## src/hdl/nisc_pkg.sv

```systemverilog
// package: constants and carrier types of the nested interrupt and stack control
package nisc_pkg;
   localparam logic [15:0] SP_RESET = 16'h01FF;
   localparam logic [7:0] SP_HIGH_FIXED = 8'h01;
   localparam logic [7:0] SP_LOW_TOP = 8'hFF;
   localparam logic [15:0] VECTOR_BASE = 16'hFFE0;
   localparam int NUM_VECTORS = 16;
   localparam int CTX_BYTES = 5;
   localparam int CALL_BYTES = 2;
   localparam int PRIO_HI_POS = 5;
   localparam int PRIO_LO_POS = 3;
   localparam logic [1:0] LVL0_BITS = 2'h2;
   localparam logic [1:0] LVL1_BITS = 2'h1;
   localparam logic [1:0] LVL2_BITS = 2'h0;
   localparam logic [1:0] LVL3_BITS = 2'h3;
   localparam logic [3:0] ADDR_SP_LOW = 4'h0;
   localparam logic [3:0] ADDR_SP_HIGH = 4'h1;
   localparam logic [3:0] ADDR_CC = 4'h2;
   localparam logic [3:0] ADDR_STATUS = 4'h3;
   localparam logic [3:0] ADDR_PRIO_BASE = 4'h4;
   localparam logic [7:0] CC_RESET = 8'h28;
   localparam int PRIO_REGS = 4;

   typedef enum logic [2:0] {
      NISC_IDLE = 3'h0,
      NISC_SAVE = 3'h1,
      NISC_VECT = 3'h3,
      NISC_RUN = 3'h2,
      NISC_REST = 3'h6
   } nisc_state_t;

   typedef struct packed {
      logic [15:0] pc;
      logic [7:0] x;
      logic [7:0] a;
      logic [7:0] cc;
   } nisc_ctx_t;

   typedef struct packed {
      logic we;
      logic [15:0] addr;
      logic [7:0] data;
   } nisc_mem_t;
endpackage : nisc_pkg

```

## src/hdl/nisc_controller.sv

```systemverilog
// module: nested interrupt sequencer with stack pointer and context save/restore
// How it works
// 16-bit pointer to next free byte, resets 01FF
// decrement after push, increment before pop
// 256-byte stack, upper byte forced
// reset or reset-stack sets low byte ones
// pointer wraps silently both directions
// low pointer byte readable and writable
// program counter low byte pushed first
// call uses two bytes, interrupt five
// four software nesting levels
// sixteen fixed vectors FFE0 to FFFF
// reset, trap unmaskable; top level maskable
// mask level at condition code bits 5,3
// finish current instruction before entry
// save pc, index, accumulator, condition code
// entry loads priority bits from vector setting
// pc loaded from vector, then fetch
// return restores all, priority bits too
// level encoding 10,01,00,11 low to high
// service only above level; hardware order ties
// pointer five lower inside, restored after return
`timescale 1ns/10ps
module nisc_controller #(
   parameter int NVEC = nisc_pkg::NUM_VECTORS
) (
   input wire logic clk_sys,
   input wire logic srst,
   input wire logic [3:0] regAddr,
   input wire logic [7:0] regWdata,
   input wire logic regWr,
   input wire logic regRd,
   output logic [7:0] regRdata,
   input wire logic [NVEC-1:0] irqReq,
   input wire logic trapReq,
   input wire logic instrDone,
   input wire logic resetStackInstruction,
   input wire logic returnFromInterrupt,
   input wire logic callPush,
   input wire logic retPop,
   input wire nisc_pkg::nisc_ctx_t cpuCtx,
   input wire logic [7:0] memRdata,
   output nisc_pkg::nisc_mem_t memReq,
   output logic [3:0] vecIndex,
   output logic [15:0] vecAddr,
   output logic fetchVector,
   output logic busy,
   output nisc_pkg::nisc_ctx_t restCtx,
   output logic restValid,
   output logic [15:0] stackPointerOut
);
   import nisc_pkg::*;

   logic [7:0] spLow_r;
   logic [7:0] cc_r;
   logic [1:0] swPrio_r [NVEC];
   nisc_state_t state_r;
   logic [2:0] byteCnt_r;
   logic [3:0] win_r;
   logic [1:0] winPrio_r;
   logic trapPend_r;
   logic [NVEC-1:0] pend_r;
   nisc_ctx_t saved_r;
   logic [7:0] rdata_r;

   // level rank: 0 lowest .. 3 highest
   function automatic logic [1:0] rankOf(input logic [1:0] bits);
      case (bits)
         LVL0_BITS: rankOf = 2'h0;
         LVL1_BITS: rankOf = 2'h1;
         LVL2_BITS: rankOf = 2'h2;
         default: rankOf = 2'h3;
      endcase
   endfunction : rankOf

   logic [1:0] curBits;
   assign curBits = {cc_r[PRIO_HI_POS], cc_r[PRIO_LO_POS]};

   // vector 0 is the highest hardware priority (top level); trap wins over all
   logic found;
   logic [3:0] best;
   logic [1:0] bestRank;
   always_comb begin
      found = 1'b0;
      best = 4'h0;
      bestRank = 2'h0;
      for (int i = NVEC - 1; i >= 0; i--) begin
         if (pend_r[i] && rankOf(swPrio_r[i]) > rankOf(curBits)
             && (!found || rankOf(swPrio_r[i]) >= bestRank)) begin
            found = 1'b1;
            best = 4'(i);
            bestRank = rankOf(swPrio_r[i]);
         end
      end
   end

   // top-level vector 0 may be masked too; trap ignores the level
   logic takeTrap;
   logic takeIrq;
   assign takeTrap = trapPend_r && instrDone;
   assign takeIrq = found && instrDone && !trapPend_r;

   always_ff @(posedge clk_sys) begin
      if (srst) begin
         pend_r <= '0;
         trapPend_r <= 1'b0;
      end else begin
         pend_r <= irqReq;
         if (trapReq) begin
            trapPend_r <= 1'b1;
         end else if (state_r == NISC_IDLE && takeTrap) begin
            trapPend_r <= 1'b0;
         end
      end
   end

   // software priority settings, one two-bit field per vector
   always_ff @(posedge clk_sys) begin
      if (srst) begin
         for (int i = 0; i < NVEC; i++) begin
            swPrio_r[i] <= LVL3_BITS;
         end
      end else if (regWr && regAddr >= ADDR_PRIO_BASE
                   && regAddr < ADDR_PRIO_BASE + 4'(PRIO_REGS)) begin
         for (int j = 0; j < 4; j++) begin
            if ((int'(regAddr - ADDR_PRIO_BASE) * 4 + j) < NVEC) begin
               swPrio_r[int'(regAddr - ADDR_PRIO_BASE) * 4 + j] <= regWdata[2*j +: 2];
            end
         end
      end
   end

   // sequencer
   logic [15:0] spFull;
   assign spFull = {SP_HIGH_FIXED, spLow_r};

   always_ff @(posedge clk_sys) begin
      if (srst) begin
         state_r <= NISC_IDLE;
         byteCnt_r <= 3'h0;
         win_r <= 4'h0;
         winPrio_r <= LVL3_BITS;
         saved_r <= '0;
      end else begin
         case (state_r)
            NISC_IDLE: begin
               byteCnt_r <= 3'h0;
               if (takeTrap || takeIrq) begin
                  state_r <= NISC_SAVE;
                  // the level bits live here, so the saved cc is our own register
                  saved_r <= {cpuCtx.pc, cpuCtx.x, cpuCtx.a, cc_r};
                  win_r <= takeTrap ? 4'(NVEC - 1) : best;
                  winPrio_r <= takeTrap ? LVL3_BITS : swPrio_r[best];
               end else if (returnFromInterrupt) begin
                  state_r <= NISC_REST;
               end
            end
            NISC_SAVE: begin
               byteCnt_r <= byteCnt_r + 3'h1;
               if (byteCnt_r == 3'(CTX_BYTES - 1)) begin
                  state_r <= NISC_VECT;
               end
            end
            NISC_VECT: begin
               state_r <= NISC_RUN;
            end
            NISC_RUN: begin
               state_r <= NISC_IDLE;
            end
            NISC_REST: begin
               byteCnt_r <= byteCnt_r + 3'h1;
               case (byteCnt_r)
                  3'h1: saved_r.cc <= memRdata;
                  3'h2: saved_r.a <= memRdata;
                  3'h3: saved_r.x <= memRdata;
                  3'h4: saved_r.pc[15:8] <= memRdata;
                  3'h5: saved_r.pc[7:0] <= memRdata;
                  default: ;
               endcase
               if (byteCnt_r == 3'(CTX_BYTES)) begin
                  state_r <= NISC_IDLE;
               end
            end
            default: state_r <= NISC_IDLE;
         endcase
      end
   end

   // push order: pcl, pch, x, a, cc; pop reads them in reverse
   logic [7:0] pushByte;
   always_comb begin
      case (byteCnt_r)
         3'h0: pushByte = saved_r.pc[7:0];
         3'h1: pushByte = saved_r.pc[15:8];
         3'h2: pushByte = saved_r.x;
         3'h3: pushByte = saved_r.a;
         default: pushByte = saved_r.cc;
      endcase
   end

   logic popStep;
   assign popStep = state_r == NISC_REST && byteCnt_r < 3'(CTX_BYTES);

   // stack pointer low byte; 8-bit arithmetic wraps on its own
   always_ff @(posedge clk_sys) begin
      if (srst || resetStackInstruction) begin
         spLow_r <= SP_LOW_TOP;
      end else if (state_r == NISC_SAVE) begin
         spLow_r <= spLow_r - 8'h01;
      end else if (popStep) begin
         spLow_r <= spLow_r + 8'h01;
      end else if (state_r == NISC_IDLE && callPush) begin
         spLow_r <= spLow_r - 8'(CALL_BYTES);
      end else if (state_r == NISC_IDLE && retPop) begin
         spLow_r <= spLow_r + 8'(CALL_BYTES);
      end else if (regWr && regAddr == ADDR_SP_LOW) begin
         spLow_r <= regWdata;
      end
   end

   // condition code
   always_ff @(posedge clk_sys) begin
      if (srst) begin
         cc_r <= CC_RESET;
      end else if (state_r == NISC_VECT) begin
         cc_r[PRIO_HI_POS] <= winPrio_r[1];
         cc_r[PRIO_LO_POS] <= winPrio_r[0];
      end else if (state_r == NISC_REST && byteCnt_r == 3'(CTX_BYTES)) begin
         cc_r <= saved_r.cc;
      end else if (regWr && regAddr == ADDR_CC) begin
         cc_r <= regWdata;
      end
   end

   // outputs
   always_ff @(posedge clk_sys) begin
      if (srst) begin
         memReq <= '0;
         vecIndex <= 4'h0;
         vecAddr <= 16'h0000;
         fetchVector <= 1'b0;
         busy <= 1'b0;
         restCtx <= '0;
         restValid <= 1'b0;
         stackPointerOut <= SP_RESET;
      end else begin
         memReq.we <= state_r == NISC_SAVE;
         memReq.addr <= (state_r == NISC_REST) ? {SP_HIGH_FIXED, spLow_r + 8'h01} : spFull;
         memReq.data <= pushByte;
         fetchVector <= state_r == NISC_VECT;
         if (state_r == NISC_VECT) begin
            vecIndex <= win_r;
            vecAddr <= VECTOR_BASE + 16'({win_r, 1'b0});
         end
         busy <= state_r != NISC_IDLE;
         restValid <= state_r == NISC_REST && byteCnt_r == 3'(CTX_BYTES);
         if (state_r == NISC_REST && byteCnt_r == 3'(CTX_BYTES)) begin
            // the low program counter byte arrives in this same cycle
            restCtx <= {saved_r.pc[15:8], memRdata, saved_r.x, saved_r.a, saved_r.cc};
         end
         stackPointerOut <= spFull;
      end
   end

   // register read, data one cycle later
   always_ff @(posedge clk_sys) begin
      if (srst) begin
         rdata_r <= 8'h00;
      end else if (regRd) begin
         if (regAddr == ADDR_SP_LOW) begin
            rdata_r <= spLow_r;
         end else if (regAddr == ADDR_SP_HIGH) begin
            rdata_r <= SP_HIGH_FIXED;
         end else if (regAddr == ADDR_CC) begin
            rdata_r <= cc_r;
         end else if (regAddr == ADDR_STATUS) begin
            rdata_r <= {4'h0, busy, state_r};
         end else if (regAddr >= ADDR_PRIO_BASE && regAddr < ADDR_PRIO_BASE + 4'(PRIO_REGS)) begin
            for (int j = 0; j < 4; j++) begin
               rdata_r[2*j +: 2] <= swPrio_r[(int'(regAddr - ADDR_PRIO_BASE) * 4 + j) % NVEC];
            end
         end else begin
            rdata_r <= 8'h00;
         end
      end
   end
   assign regRdata = rdata_r;
endmodule : nisc_controller

```

## config.mk

```make
export PLATFORM = sky130hd
export DESIGN_NAME = nisc_controller
export DESIGN_NICKNAME = d
export VERILOG_FILES = /design/src/hdl/nisc_pkg.sv /design/src/hdl/nisc_controller.sv
export SDC_FILE = /design/constraint.sdc
export NUM_CORES = 1
export LEC_CHECK = 0
export ABC_AREA = 1
export BUFFER_PORTS_ARGS = -buffer_cell sky130_fd_sc_hd__buf_4
export CAP_MARGIN = 25
export CORE_MARGIN = 5
export CORE_UTILIZATION = 50
export DETAILED_ROUTE_END_ITERATION = 8
export PLACE_DENSITY = 0.69
export SETUP_SLACK_MARGIN = 0.05
export SLEW_MARGIN = 25
export SYNTH_ARGS = -nofsm -noshare
export SYNTH_HDL_FRONTEND = slang
export SYNTH_SLANG_ARGS = --single-unit
```

## constraint.sdc

```tcl
create_clock -name clk_sys -period 16.8 [get_ports clk_sys]
set_input_delay 3.36 -clock clk_sys [delete_from_list [all_inputs] [get_ports clk_sys]]
set_output_delay 3.36 -clock clk_sys [all_outputs]
set_load 0.01 [all_outputs]
```

==> impl_results.md, run 1 <==
- Status: finished clean
- Share of layout cells above drive strength 1: 0.188
- LEAKAGE: 6.67 nW
- Post-synthesis register bit count: 199
- Die W: 162 µm
- Commonest cells post-synth: 293 x nand2_1, 176 x inv_1, 167 x dfxtp_1, 159 x nor2_1, 156 x o21ai_0
- DR WL/cell: about 17 µm
- Worst-Margin Slew: 899 ps
- First-pass GRT wire length: 54,000 µm
- Initial antenna violation count: 1
- Nets: between 1,500 and 2,000
- Hold_sp: restCtx[2]
- Placeable Area: roughly 0.023 mm²
- Fin Setup TNS: 0 ps
- Starting density of the core: 0.509
- Fillers: between 2,000 and 2,500
- # diodes: 0
- Post-detail-place hpwl: 25,100 µm
- CP required: 17,190 ps
- Synth Area in Compound Gates: 0.175
- CTS tree: yes
- Post-synth EDFFs: 32
- Die footprint: 0.0264 mm²
- Critical path class: flip-flop to flip-flop
- CP peak stage delay: 390 ps
- CP most frequent cell: nand2_1
- PortBufs: 173
- Crit-path slowest cell: dfxtp_1
- CTS root buffer: clkbuf_16
- Top-count cell post-synth: nand2_1
- Final setup vio count: 0
- Hold crit path type: flip-flop to flip-flop
- Min Tclk post-route: 15,400 ps
- Adder-Cell Fraction of Synth Area: 0.107
- WHS Path Cells: 2
- Fin. Hold Viols: 0
- Crit Path Max Fanout: 6
- TritonCTS Buffers: 17
- Post-Syn Area: 0.0116 mm²
- Area grow syn2layout: 18.8%
- Crit path launch: cc_r[3]
- R2R Path Start: cc_r[3]
- Std-Cell Rows: 55
- Vias per cell: approximately 5.5
- Gr usage total: 0.253
- DRC Markers: 0
- YS warnings: 0
- H-Tree Level Count: 4
- Top FF cell, synth: dfxtp_1
- Slew Limit Fails: 0
- Startpoint type of the worst setup path: flip-flop
- Clock skew: approximately 15 ps
- Vias: 11,051
- Post-Syn Instances: 1,561
- Max Root-Sink Buffers: 2
- GPL Wtd Cong: 0.925
- IO Count: 198
- Number of global-route vias before repair: 10,421
- Post-Route WL: approximately 34,000 µm
- GRT overflow: 0
- Area leader, netlist: dfxtp_1
- Routed Antenna Nets: 0
- Xor/xnor cell area share of the yosys netlist: 0.00755
- # clock sinks: 199
- Path depth of the worst reg2reg path: 123
- Leading post-synthesis cells by cell area: dfxtp_1 29%, ha_1 11%, nand2_1 9.5%, edfxtp_1 8.3%, o21ai_0 6.7%
- Clock Pin Slew Worst Setup and Hold Paths: 80 ps
- Fmax: 65.0 MHz
- First-pass DRT Iterations: 6
- Ys async rst share: 0
- Slew headroom: 0.400
- Count of cell types in the netlist: 47
- Largest net degree at the start of global routing: 101
- Starting DRT DRC Count: 798
- Reg area: between 0.004 and 0.005 mm²
- Fin crit share: 0.916
- Peak supply drop: 0.0656 mV
- Final worst slack: 1400 ps
- Multiplexer share of the synthesized area: 0
- Worst slack, placed: between 300 and 400 ps
- Post-Syn Area per Cell: around 7.4 µm²
- Synth Area in Simple Gates: 0.238
- WP data arrival: between 15,000 and 20,000 ps
- Max-capacitance violation count: 0
- Largest family of logic cells by synthesized area: simple AND/OR/NAND/NOR gates
- Top cell type's share of synthesized area: 0.288
- Crit. End Element: flip-flop
- Multi-input gate area: roughly 0.0063 mm²
- Die Y: 162 µm
- Seq/Total Area, Yosys: 0.371
- Clock Latency Late Sink: 450 ps
- P per Cell Area: 129 mW/mm²
-- layer usage --
layer | share of wire | global-route usage
met1 | 0.42 | 0.321
met2 | 0.50 | 0.434
met3 | 0.064 | 0.0521
met4 | 0.023 | 0.0742
met5 | 0.00038 | 0
-- placed cells by master (no fill, tap or decap), drive strengths merged, types with 2 or more instances in the layout --
master     n
dfxtp    167
and2       3
o2111ai    4
o211ai    16
a221oi     9
o21ai    158
clkinv     8
a21oi     70
o31ai      2
edfxtp    32
a22oi      7
nor3       8
nand4      5
nand3    112
o21bai     2
nor2     161
nand3b     3
nand2    330
ha        99
xor2       9
a31oi     56
clkbuf    17
a211oi     2
conb      16
o22ai      7
o221ai    14
or2        2
inv      194
buf      193
-- registers in the layout, indices dropped and copies added, names as in the netlist, 2 cells and up --
register and count:
byteCnt_r 3, swPrio_r 32, state_r 3, restCtx 40, cc_r 8, spLow_r 8
winPrio_r 2, vecIndex 3, pend_r 16, saved_r 40, stackPointerOut 8, vecAddr 2
win_r 4, memReq 18, regRdata 8
-- what timing repair did --
item | 4_1_cts | 5_1_grt
resized for setup | 0 | 51
hold buffers | 0 | 0
buffers inserted | 0 | 10
setup endpoints to repair | 0 | 6
hold endpoints to repair | 0 | 0
-- worst max-delay path: cells and delay by family, from the launching register on --
family / cells / cell delay (ps)
AOI/OAI and AO/OA: 32 / 3790
and+or+nand+nor: 58 / 5490
buffers and inverters: 16 / 940
adders and majority gates: 17 / 4710
DFF: 1 / 390
-- worst paths after layout --
kind / to / slack, ps
max: winPrio_r[1] / 1400
min: restCtx[2] / 470
max reg2reg: winPrio_r[1] / 1400
min reg2reg: restCtx[2] / 470
-- layout make-up --
class,count,share of cell area
sequential,199,0.312
inverter,187,0.0511
tap,313,0.0284
timing repair buffer,193,0.105
clock buffer,17,0.0309
multi-input combinational,1100,0.457
clock inverter,15,0.0151
-- per-stage QoR --
step                instance area (µm²)   util  total power, mW  instances  hold WS [ps]
detailed placement                13000  0.569             1.30       1982           454
CTS                               13600  0.597             1.74       2014           472
global route                      13800  0.605             1.90       2024           488
global placement                  13000  0.569             1.29       1982           450
floorplan                         11700      -             1.12       1575           429
finish                            13800  0.605             1.77       2024           472
-- power by group --
group          internal [mW]  switching (mW)  total (mW)
combinational          0.259           0.458       0.717
clock                  0.209           0.232       0.441
sequential             0.557          0.0570       0.614
-- cells by family after synthesis --
kind of cell    after synthesis
simple gates                624
buf+inv                     276
flops                       199
xor+xnor                     10
other cells                   2
fa+ha+maj                    99
compound gates              351
Power figures use the tool's default switching activity.
==> run 2: changes to the inputs <==
- CORE_UTILIZATION: 50 -> 57
- MAX_ROUTING_LAYER: unset -> met4
- PLACE_DENSITY: 0.69 -> 0.78
==> run 2 against run 1 <==
Compared with the run above:
- critical path depth rose by 2
- routed wire length fell by 1.5%
- non-clock buffer count fell by 4
- utilization rose by 7.4 points
- clock skew rose by 3.1 ps
- count of clock-buffer cells in the layout did not move
- sequential cell count did not move
- largest cell class unchanged
- highest routed layer is now met4
==> impl_results.md, run 2 (synthesized netlist as in run 1, its figures left out) <==
- Status: finished clean
- PortBufs: 173 (unchanged)
- Fin. Hold Viols: 0 (unchanged)
- Fin crit share: 0.926 (+0.00983)
- DRC Markers: 0 (unchanged)
- CTS tree: yes
- Clock skew: 18.2 ps (+3.10 ps)
- CTS root buffer: clkbuf_16
- Placeable Area: 0.0202 mm² (-11%)
- Startpoint type of the worst setup path: flip-flop
- IO Count: 198 (unchanged)
- Routed Antenna Nets: 0 (unchanged)
- Largest net degree at the start of global routing: 75 (-26%)
- Largest regs: restCtx x40, saved_r x40, swPrio_r x32
- Slew headroom: 0.382 (-0.0183)
- Fin Setup TNS: 0 ps (unchanged)
- Placement Cell Area: 0.0129 mm² (-0.56%)
- Gr usage total: 0.286 (+0.0331)
- Std-Cell Rows: 52 (-5.5%)
- Crit Path Max Fanout: 6 (unchanged)
- Crit path launch: cc_r[5]
- Critical path buffers and inverters: 18 (+2)
- Final instance area: 0.0137 mm² (-0.64%)
- Vias per cell: 5.69 (+4.2%)
- Worst-Margin Slew: 928 ps (+28.8 ps)
- Initial antenna violation count: 0 (-1)
- Clock Pin Slew Worst Setup and Hold Paths: 80 ps (about the same)
- Crit-path slowest cell: dfxtp_2
- Clock Latency Late Sink: 450 ps (about the same)
- Max-capacitance violation count: 0 (unchanged)
- Min Tclk post-route: 15,560 ps (+165 ps)
- Fin Hold WS: 463 ps (-9.24 ps)
- Final setup vio count: 0 (unchanged)
- WP data arrival: 15,900 ps (+120 ps)
- P per Cell Area: 130 mW/mm² (+0.77%)
- Vias: 11,244 (+1.7%)
- Post-layout total power: 1.77 mW (+0.12%)
- # diodes: 0 (unchanged)
- First-pass DRT Iterations: 8 (+2)
- Hold crit path type: flip-flop to flip-flop
- Starting DRT DRC Count: 995 (+25%)
- TritonCTS Buffers: 17 (unchanged)
- Die W: 153 µm (-6.0%)
- Slew Limit Fails: 0 (unchanged)
- Crit. End Element: flip-flop
- CP required: 17,140 ps (-50 ps)
- Max Root-Sink Buffers: 2 (unchanged)
- Area grow syn2layout: 18.1%
- Post-detail-place hpwl: 24,300 µm (-2.9%)
- R2R Path Start: cc_r[5]
- Nets: 1,879 (-0.21%)
- LEAKAGE: 6.65 nW (-0.29%)
- Number of global-route vias before repair: 10,856 (+4.2%)
- # clock sinks: 199 (unchanged)
- CP peak stage delay: 370 ps (-20 ps)
- Final worst slack: 1240 ps (-165 ps)
- H-Tree Level Count: 4 (unchanged)
- Share of layout cells above drive strength 1: 0.184 (-0.00366)
- Most frequent cells in the layout: 290 x nand2_1, 189 x buf_4, 173 x inv_1
- Die footprint: 0.0233 mm² (-12%)
- GPL Wtd Cong: 0.926 (about the same)
- Hold_sp: win_r[3]
- CP most frequent cell: nand2_1
- Peak supply drop: 0.0662 mV (+0.87%)
- Die Y: 153 µm (-6.0%)
- GRT overflow: 0 (unchanged)
- Starting density of the core: 0.575 (+0.0659)
- DR WL/cell: 17.0 µm (+0.85%)
- Critical path class: flip-flop to flip-flop
- Post-Route WL: 33,600 µm (-1.5%)
- Crit-path leading delay family: simple AND/OR/NAND/NOR gates
- Leading cell type in the layout, fill and taps excluded: nand2_1
- First-pass GRT wire length: 53,700 µm (-0.50%)
- Fmax: 64.3 MHz (-1.1%)
- Worst slack, placed: 204 ps (-105 ps)
## run 2: changes by cell type in the layout (fill, tap and decap cells not counted), moves of 2 or more
cell / change
clkinv_8: -2
nand2_4: +2
o21ai_1: +2
nand2_2: -2
clkinv_4: +2
buf_4: -3
o21ai_2: -3
## run 2: what timing repair did
| item | CTS | global route |
|---|---|---|
| setup buffers | 0 | 8 |
| resized for setup | 0 | 47 |
| endpoints found under the setup margin | 0 | 6 |
| hold buffers | 0 | 0 |
## run 2: through the flow
stage                      util  instances
after floorplan               -       1575
after global placement    0.639       1937
after detailed placement  0.639       1937
after CTS                 0.671       1969
after global routing      0.679       1977
final                     0.679       1977
## run 2: worst register-to-register path, delay by kind of cell, from the launching register on
kind | cells | cell delay (ps)
flip-flops | 1 | 370
AO/OA/AOI/OAI | 30 | 3510
buffers and inverters | 18 | 1170
adder cells (fa/ha/maj) | 17 | 4590
AND/OR/NAND/NOR | 60 | 5820
## run 2: area by class of cell
type | count | area [µm²]
Timing Repair Buffer | 189 | 1420
Multi-Input combinational cell | 1100 | 6300
Fill cell | 1733 | 6470
Sequential cell | 199 | 4310
Inverter | 187 | 704
Clock buffer | 17 | 425
Clock inverter | 15 | 210
Tap cell | 270 | 338
## run 2: final timing paths
kind / to / slack (ps) / cells after the start
max: winPrio_r[1] / 1240 / 125
min: vecAddr[4] / 460 / 2
max reg2reg: winPrio_r[1] / 1240 / 125
min reg2reg: vecAddr[4] / 460 / 2
## run 2: power breakdown
| part | internal (mW) | switching [mW] |
|---|---|---|
| Sequential | 0.557 | 0.0564 |
| Clock | 0.221 | 0.224 |
| Combinational | 0.256 | 0.460 |
| Total | 1.03 | 0.741 |
## run 2: routing by layer
layer / vias up / wire (µm) / GRT usage
li1: 5453 / - / -
met2: 481 / 16500 / 0.471
met3: 89 / 2130 / 0.0398
met4: 0 / 1170 / 0.111
met1: 5221 / 13800 / 0.356
met5: - / 0 / -
